--- src/hdl/dmaar_regs.vh ---
// register offsets, field positions, reset values and constants for the dma address block
`ifndef DMAAR_REGS_VH
`define DMAAR_REGS_VH
`define DMAAR_AW 32
`define DMAAR_DW 16
`define DMAAR_OFF_AOUT_HI 32'h0b00002e
`define DMAAR_OFF_IR_BASE_LO 32'h0b000030
`define DMAAR_OFF_IR_BASE_HI 32'h0b000032
`define DMAAR_OFF_IR_NEXT_LO 32'h0b000034
`define DMAAR_OFF_IR_NEXT_HI 32'h0b000036
`define DMAAR_OFF_CTRL 32'h0b000040
`define DMAAR_OFF_MASK 32'h0b000046
`define DMAAR_OFF_STAT 32'h0b000042
`define DMAAR_LO_RESET 16'hf800
`define DMAAR_HI_RESET 16'h01ff
`define DMAAR_HI_MASK 16'h01ff
`define DMAAR_ORIGIN_MASK 32'hfffffc00
`define DMAAR_BUF_BYTES 32'h00000800
`define DMAAR_STEP 32'h00000002
`define DMAAR_MSK_AIN 3
`define DMAAR_MSK_AOUT 2
`define DMAAR_MSK_IR 0
`define DMAAR_MSK_WMASK 4'hd
`define DMAAR_CH_NONE 2'h0
`define DMAAR_CH_AIN 2'h1
`define DMAAR_CH_AOUT 2'h2
`define DMAAR_CH_IR 2'h3
`endif

--- src/hdl/dmaar_arbiter.v ---
// fixed-priority request arbiter for the three dma channels
`include "dmaar_regs.vh"
module dmaar_arbiter (
	input wire ain_req_in,
	input wire aout_req_in,
	input wire ir_req_in,
	output reg [1:0] pick_out
);
	always @* begin
		if (ain_req_in) begin
			pick_out = `DMAAR_CH_AIN;
		end else if (aout_req_in) begin
			pick_out = `DMAAR_CH_AOUT;
		end else if (ir_req_in) begin
			pick_out = `DMAAR_CH_IR;
		end else begin
			pick_out = `DMAAR_CH_NONE;
		end
	end
endmodule

--- src/hdl/dmaar_skid.v ---
// two-entry valid/ready buffer for issued transfer addresses
module dmaar_skid (
	input wire clk_in,
	input wire rstn_in,
	input wire in_valid_in,
	output wire in_ready_out,
	input wire [33:0] in_data_in,
	output wire out_valid_out,
	input wire out_ready_in,
	output wire [33:0] out_data_out
);
	reg [33:0] mem [0:1];
	reg rd_ptr;
	reg wr_ptr;
	reg [1:0] count;
	wire push;
	wire pop;
	assign in_ready_out = (count != 2'h2);
	assign out_valid_out = (count != 2'h0);
	assign out_data_out = mem[rd_ptr];
	assign push = in_valid_in & in_ready_out;
	assign pop = out_valid_out & out_ready_in;
	// storage carries no reset; only the occupancy count defines validity
	always @(posedge clk_in) begin
		if (push) begin
			mem[wr_ptr] <= in_data_in;
		end
	end
	// pointer and occupancy update
	always @(posedge clk_in or negedge rstn_in) begin
		if (!rstn_in) begin
			rd_ptr <= 1'b0;
			wr_ptr <= 1'b0;
			count <= 2'h0;
		end else begin
			if (push) begin
				wr_ptr <= ~wr_ptr;
			end
			if (pop) begin
				rd_ptr <= ~rd_ptr;
			end
			if (push & ~pop) begin
				count <= count + 2'h1;
			end else if (pop & ~push) begin
				count <= count - 2'h1;
			end
		end
	end
endmodule

--- src/hdl/dmaar_top.v ---
// dma channel address registers, arbitration and address issue
`include "dmaar_regs.vh"
module dmaar_top (
	input wire CLK_SYS_IN,
	input wire RSTN_IN,
	input wire [31:0] ADDR_IN,
	input wire [15:0] WDATA_IN,
	input wire WR_IN,
	input wire RD_IN,
	output reg [15:0] RDATA_OUT,
	input wire AIN_REQ_IN,
	input wire AOUT_REQ_IN,
	input wire IR_REQ_IN,
	input wire [31:0] AIN_ADDR_IN,
	input wire [31:0] AOUT_ADDR_IN,
	output wire AIN_ACK_OUT,
	output wire AOUT_ACK_OUT,
	output wire IR_ACK_OUT,
	output wire XFER_VALID_OUT,
	input wire XFER_READY_IN,
	output wire [31:0] XFER_ADDR_OUT,
	output wire [1:0] XFER_CH_OUT,
	input wire BUS_GRANT_IN,
	output wire AOUT_DONE_OUT
);
	reg [15:0] ir_base_lo;
	reg [15:0] ir_base_hi;
	reg [15:0] ir_next_lo;
	reg [15:0] ir_next_hi;
	reg [15:0] aout_next_hi;
	reg ctrl_enable;
	reg [3:0] mask;
	reg ir_started;
	reg ir_reload;
	wire [1:0] pick;
	wire [1:0] gated_pick;
	wire buf_ready;
	wire push;
	wire [31:0] ir_next;
	wire [31:0] ir_base;
	wire [31:0] ir_advanced;
	wire [31:0] issue_addr;
	wire buf_valid;
	wire [33:0] buf_data;
	wire ain_ok;
	wire aout_ok;
	wire ir_ok;
	wire wr_ir_base;

	// address wrap inside the channel buffer
	function [31:0] dmaar_wrap;
		input [31:0] cur;
		input [31:0] start;
		reg [31:0] origin;
		reg [31:0] nxt;
		begin
			origin = start & `DMAAR_ORIGIN_MASK;
			nxt = cur + `DMAAR_STEP;
			if (nxt >= origin + `DMAAR_BUF_BYTES) begin
				dmaar_wrap = origin;
			end else begin
				dmaar_wrap = nxt;
			end
		end
	endfunction

	assign ir_base = {ir_base_hi, ir_base_lo};
	assign ir_next = {ir_next_hi, ir_next_lo};
	assign ir_advanced = dmaar_wrap(ir_next, ir_base);

	assign ain_ok = ctrl_enable & mask[`DMAAR_MSK_AIN] & AIN_REQ_IN;
	assign aout_ok = ctrl_enable & mask[`DMAAR_MSK_AOUT] & AOUT_REQ_IN;
	assign ir_ok = ctrl_enable & mask[`DMAAR_MSK_IR] & IR_REQ_IN;

	dmaar_arbiter u_arb (
		.ain_req_in(ain_ok),
		.aout_req_in(aout_ok),
		.ir_req_in(ir_ok),
		.pick_out(pick)
	);

	// grant from the bus unit lets a transfer out; buffer full stalls
	assign gated_pick = (BUS_GRANT_IN & buf_ready) ? pick : `DMAAR_CH_NONE;
	assign push = (gated_pick != `DMAAR_CH_NONE);
	assign AIN_ACK_OUT = (gated_pick == `DMAAR_CH_AIN);
	assign AOUT_ACK_OUT = (gated_pick == `DMAAR_CH_AOUT);
	assign IR_ACK_OUT = (gated_pick == `DMAAR_CH_IR);
	assign AOUT_DONE_OUT = AOUT_ACK_OUT;

	// first ir transfer uses the base
	assign issue_addr = (gated_pick == `DMAAR_CH_AIN) ? AIN_ADDR_IN :
		(gated_pick == `DMAAR_CH_AOUT) ? AOUT_ADDR_IN :
		(ir_started & ~ir_reload) ? ir_next : ir_base;

	dmaar_skid u_buf (
		.clk_in(CLK_SYS_IN),
		.rstn_in(RSTN_IN),
		.in_valid_in(push),
		.in_ready_out(buf_ready),
		.in_data_in({gated_pick, issue_addr}),
		.out_valid_out(buf_valid),
		.out_ready_in(XFER_READY_IN),
		.out_data_out(buf_data)
	);
	assign XFER_VALID_OUT = buf_valid;
	assign XFER_ADDR_OUT = buf_data[31:0];
	assign XFER_CH_OUT = buf_data[33:32];

	assign wr_ir_base = WR_IN & ((ADDR_IN == `DMAAR_OFF_IR_BASE_LO) | (ADDR_IN == `DMAAR_OFF_IR_BASE_HI));

	// register writes and channel address update
	always @(posedge CLK_SYS_IN or negedge RSTN_IN) begin
		if (!RSTN_IN) begin
			ir_base_lo <= `DMAAR_LO_RESET;
			ir_base_hi <= `DMAAR_HI_RESET;
			ir_next_lo <= `DMAAR_LO_RESET;
			ir_next_hi <= `DMAAR_HI_RESET;
			aout_next_hi <= `DMAAR_HI_RESET;
			ctrl_enable <= 1'b0;
			mask <= 4'h0;
			ir_started <= 1'b0;
			ir_reload <= 1'b0;
		end else begin
			if (IR_ACK_OUT) begin
				ir_started <= 1'b1;
				ir_reload <= 1'b0;
				if (ir_started & ~ir_reload) begin
					{ir_next_hi, ir_next_lo} <= ir_advanced;
				end else begin
					{ir_next_hi, ir_next_lo} <= dmaar_wrap(ir_base, ir_base);
				end
			end
			// audio out high half tracks its channel
			if (AOUT_ACK_OUT) begin
				aout_next_hi <= AOUT_ADDR_IN[31:16] & `DMAAR_HI_MASK;
			end
			// a new base restarts the ir channel from it
			if (wr_ir_base) begin
				ir_reload <= 1'b1;
			end
			if (WR_IN) begin
				case (ADDR_IN)
					`DMAAR_OFF_IR_BASE_LO: ir_base_lo <= WDATA_IN;
					`DMAAR_OFF_IR_BASE_HI: ir_base_hi <= WDATA_IN & `DMAAR_HI_MASK;
					`DMAAR_OFF_IR_NEXT_LO: ir_next_lo <= WDATA_IN;
					`DMAAR_OFF_IR_NEXT_HI: ir_next_hi <= WDATA_IN & `DMAAR_HI_MASK;
					`DMAAR_OFF_AOUT_HI: aout_next_hi <= WDATA_IN & `DMAAR_HI_MASK;
					`DMAAR_OFF_CTRL: ctrl_enable <= WDATA_IN[0];
					`DMAAR_OFF_MASK: mask <= WDATA_IN[3:0] & `DMAAR_MSK_WMASK;
					default: ctrl_enable <= ctrl_enable;
				endcase
			end
		end
	end

	// readback one cycle after the strobe
	always @(posedge CLK_SYS_IN or negedge RSTN_IN) begin
		if (!RSTN_IN) begin
			RDATA_OUT <= 16'h0000;
		end else if (RD_IN) begin
			case (ADDR_IN)
				`DMAAR_OFF_AOUT_HI: RDATA_OUT <= aout_next_hi;
				`DMAAR_OFF_IR_BASE_LO: RDATA_OUT <= ir_base_lo;
				`DMAAR_OFF_IR_BASE_HI: RDATA_OUT <= ir_base_hi;
				`DMAAR_OFF_IR_NEXT_LO: RDATA_OUT <= ir_next_lo;
				`DMAAR_OFF_IR_NEXT_HI: RDATA_OUT <= ir_next_hi;
				`DMAAR_OFF_CTRL: RDATA_OUT <= {15'h0000, ctrl_enable};
				`DMAAR_OFF_MASK: RDATA_OUT <= {12'h000, mask};
				`DMAAR_OFF_STAT: RDATA_OUT <= {15'h0000, ~buf_valid};
				default: RDATA_OUT <= 16'h0000;
			endcase
		end else begin
			RDATA_OUT <= 16'h0000;
		end
	end
endmodule

--- config.mk ---
export PLATFORM = sky130hd
export DESIGN_NAME = dmaar_top
export DESIGN_NICKNAME = d
export VERILOG_FILES = /design/src/hdl/dmaar_arbiter.v /design/src/hdl/dmaar_skid.v /design/src/hdl/dmaar_top.v
export VERILOG_INCLUDE_DIRS = /design/src /design/src/hdl
export SDC_FILE = /design/constraint.sdc
export NUM_CORES = 1
export LEC_CHECK = 0
export BUFFER_PORTS_ARGS = -buffer_cell sky130_fd_sc_hd__buf_4
export CORE_MARGIN = 4
export CORE_UTILIZATION = 30
export CTS_CLUSTER_DIAMETER = 40
export CTS_CLUSTER_SIZE = 30
export DETAILED_ROUTE_END_ITERATION = 16
export PLACE_DENSITY_LB_ADDON = 0.25
export SLEW_MARGIN = 20
export SYNTH_ARGS = -nofsm -noshare
export SYNTH_HDL_FRONTEND = slang
export SYNTH_SLANG_ARGS = --single-unit
export TNS_END_PERCENT = 5
--- constraint.sdc ---
create_clock -name CLK_SYS_IN -period 11.8 [get_ports CLK_SYS_IN]
set_input_delay 0.59 -clock CLK_SYS_IN [delete_from_list [all_inputs] [get_ports CLK_SYS_IN]]
set_output_delay 0.59 -clock CLK_SYS_IN [all_outputs]
set_load 0.05 [all_outputs]
==> results.tsv <==
metric	value	unit
status	finished, final reports clean	
clk_skew	0.0126	ns
Worst-Margin Slew	1.09	ns
wire per inst	23.0	um
total CTS buffers	17	
die height	196	um
r2r endpoint	ir_next_lo[10]$_DFF_PN0_	
die width	196	um
Hold Crit Class	input port to async pin	
Reg clk slew, reported paths	0.07	ns
leakage power	4.89	nW
Layout Nets	1362	
Synth Cell Area	0.0106	mm^2
Via density	5.46	
GR peak layer	met2	
Critical Path End Type	flop	
met1 Track Usage GR	27.2	%
Max clock buf depth	2	
initial cell density of the core	30.5	%
RSZ-0062 raised after global routing	no	
Final Wtd Congestion	0.926	
fin util	37.0	%
Critical Path Start	ir_next_lo[1]$_DFF_PN0_	
final setup fails	0	
Rel. slew slack	27.2	%
Final ANT Viol Nets	0	
Startpoint Class	flop	
synthesized area per cell	9.76	um^2
TritonCTS clock tree	yes	
Pre-antenna DRT Iters	5	
Setup Crit Path Kind	flop to flop	
clk sinks	167	
area delta synth->final	21.2	%
ys async rst share	59.3	%
register area share after synthesis	43.2	%
crit-path max FO	20	
final wirelength	38.4	mm
crit share post-route	46.4	%
Post-CTS Setup Inserts	0	
largest net degree at the start of global routing	60	
H-tree depth	4	
Iter 0 DRT Violations	865	
Top-Level Pins	176	
Post-synth EDFFs	68	
share of layout cells above drive strength 1	28.4	%
Fin Setup TNS	0	ns
Worst EP required	12.16	ns
core footprint	0.0346	mm^2
initial antenna violation count	3	
n_diodes	0	
maximum VDD drop	96.2	uV
GRT overflow	0	
first-pass GRT wire length	58.5	mm
Final min period	5.47	ns
register bit total from synthesis	167	
YS warnings	0	
Fmax	183	MHz
port bufs	175	
Post-DP HPWL	29.0	mm
Critical Path End	ir_next_lo[10]$_DFF_PN0_	
DRC errors left	0	
instance count of the mapped netlist	1083	
R2R Setup Slk	6.33	ns
Critical Path AT	5.83	ns
Mapped Nets	1239	
vias in the first global route	9228	
# hold bufs at CTS	0	
max_cap viols	0	
CTS-repair resized insts	0	
Netlist cell types	68	
power per cell area	101	mW/mm^2
Clock Tree Root	clkbuf_16	
grt met2 use	31.8	%
final hold violation count	0	
die area	0.0383	mm^2
total number of vias	9141	
Total GRT Usage	19.8	%
FF-to-FF path depth	14	
M3 GR Usage	3.88	%
R2R Path Start	ir_next_lo[1]$_DFF_PN0_	
clk_lat worst skew	0.44	ns
Cell Rows	68	
Post-synth top flop	edfxtp_1	
fin. max-slew vios	0	
-- how the worst min path moves through the flow --
stage,depth (start not counted),end,from,slack [ns]
5_1_grt,1,ir_next_hi[9]$_DFF_PN0_,RSTN_IN,0.20
6_report,1,ir_next_hi[9]$_DFF_PN0_,RSTN_IN,0.17
2_1_floorplan,0,RDATA_OUT[0]$_DFF_PN0_,RSTN_IN,0.29
3_3_place_gp,1,u_buf.rd_ptr$_DFFE_PN0P_,u_buf.rd_ptr$_DFFE_PN0P_,0.47
3_5_place_dp,1,u_buf.rd_ptr$_DFFE_PN0P_,u_buf.rd_ptr$_DFFE_PN0P_,0.47
4_1_cts,1,ir_next_hi[9]$_DFF_PN0_,RSTN_IN,0.18
-- cells by family (layout without fill, tap and decap cells) --
group                    count (synthesis)  count (layout)  synth area share [%]
AND/OR/NAND/NOR                        389             389                  18.7
AO/OA/AOI/OAI                          230             230                  13.3
flip-flops                             167             167                  43.2
multiplexers                           103             103                  11.6
buffers and inverters                   95             231                  3.75
XOR/XNOR                                64              64                  5.30
adder cells (fa/ha/maj)                 35              35                  4.14
-- per-layer routing --
layer  vias to the layer above  wire [um]  share of wire, %
met5                         -         23             0.060
met2                       356      17900                47
li1                       4221          -                 -
met1                      4511      16800                44
met4                         4        874               2.3
met3                        49       2850               7.4
-- area by class of cell --
cell class	count	area, um^2
fill	3523	21800
multi-input combinational	821	5640
sequential	167	4570
timing repair buffer	187	1400
tap	455	569
clock buffer	17	425
clock inverter	15	155
inverter	12	45.0
-- cell usage after synthesis (16+ instances only) --
| library cell | number | area, um^2 |
|---|---|---|
| nor3_1 | 21 | 105 |
| mux2i_1 | 32 | 320 |
| a22oi_1 | 20 | 150 |
| buf_2 | 16 | 80.1 |
| nand3_1 | 34 | 170 |
| clkbuf_1 | 58 | 218 |
| xor2_1 | 20 | 175 |
| o21ai_0 | 61 | 305 |
| nand4_1 | 21 | 131 |
| xnor2_1 | 44 | 385 |
| a21oi_1 | 78 | 390 |
| edfxtp_1 | 68 | 2040 |
| mux2_2 | 62 | 698 |
| nand2_1 | 132 | 495 |
| nor2b_1 | 17 | 106 |
| and3_1 | 39 | 244 |
| nor2_1 | 68 | 255 |
| ha_1 | 35 | 438 |
| dfstp_2 | 37 | 972 |
| dfrtp_1 | 62 | 1550 |
-- stage by stage --
step | hold WS [ns] | total power [mW] | cell area (um^2) | cells | setup slack [ns]
2_1_floorplan | 0.294 | 0.686 | 10600 | 1083 | 7.55
3_3_place_gp | 0.465 | 0.750 | 12200 | 1642 | 6.39
3_5_place_dp | 0.467 | 0.751 | 12200 | 1642 | 6.43
4_1_cts | 0.180 | 1.31 | 12800 | 1674 | 6.38
5_1_grt | 0.204 | 1.34 | 12800 | 1674 | 6.05
6_report | 0.167 | 1.29 | 12800 | 1674 | 6.33
-- state kept, by name, indices dropped and copies added, names as in the netlist --
signal / flops
u_buf.mem: 68
RDATA_OUT: 16
aout_next_hi: 16
ir_base_lo: 16
ir_next_hi: 16
ir_next_lo: 16
ir_base_hi: 9
mask: 3
u_buf.count: 2
ctrl_enable: 1
ir_reload: 1
ir_started: 1
u_buf.rd_ptr: 1
u_buf.wr_ptr: 1
-- placed cells by master, fill, tap and decap left out, types with 4 or more instances in the layout --
cell	Yosys	routed
nor3_1	21	19
inv_1	11	11
nand4_1	21	21
mux2i_1	32	32
o211ai_1	6	6
a21oi_1	78	78
buf_4	5	187
a211oi_1	6	6
nand3_1	34	34
inv_8	0	6
nor4_1	10	10
xor2_1	20	20
edfxtp_1	68	68
a21o_1	8	8
mux2_2	62	62
nand2_1	132	132
o21ai_0	61	61
xnor2_1	44	44
and2_1	5	5
a22oi_1	20	20
nor2b_1	17	15
or3_1	5	5
ha_1	35	35
nor2_1	68	67
and3_1	39	39
o31ai_1	7	7
mux4_2	9	9
clkinv_4	0	4
dfstp_2	37	37
and4_1	6	6
clkbuf_16	0	17
a221oi_1	6	6
nand2b_1	6	6
o21ai_1	9	9
dfrtp_1	62	62
-- critical path, stage by stage, from the launching register on --
cell and delay (ns):
dfrtp_1 0.52, ha_1 0.41, nand2_1 0.14, nor4_2 0.70
nand2_1 0.14, xnor2_1 0.41, ha_1 0.33, a211oi_1 0.21
o211ai_1 0.12, a221oi_1 0.29, o21ai_0 0.26, a311o_1 0.41
nor3_4 0.90, mux2_2 0.42, o21ai_1 0.12
-- report_power, final --
group          leakage (nW)  internal [mW]  total (mW)  switching [mW]
registers              1.72          0.607       0.611         0.00465
logic                  2.88         0.0583       0.126          0.0674
clock network         0.282          0.283       0.555           0.273
total                  4.89          0.948        1.29           0.345
(Power assumes the default switching activity.)
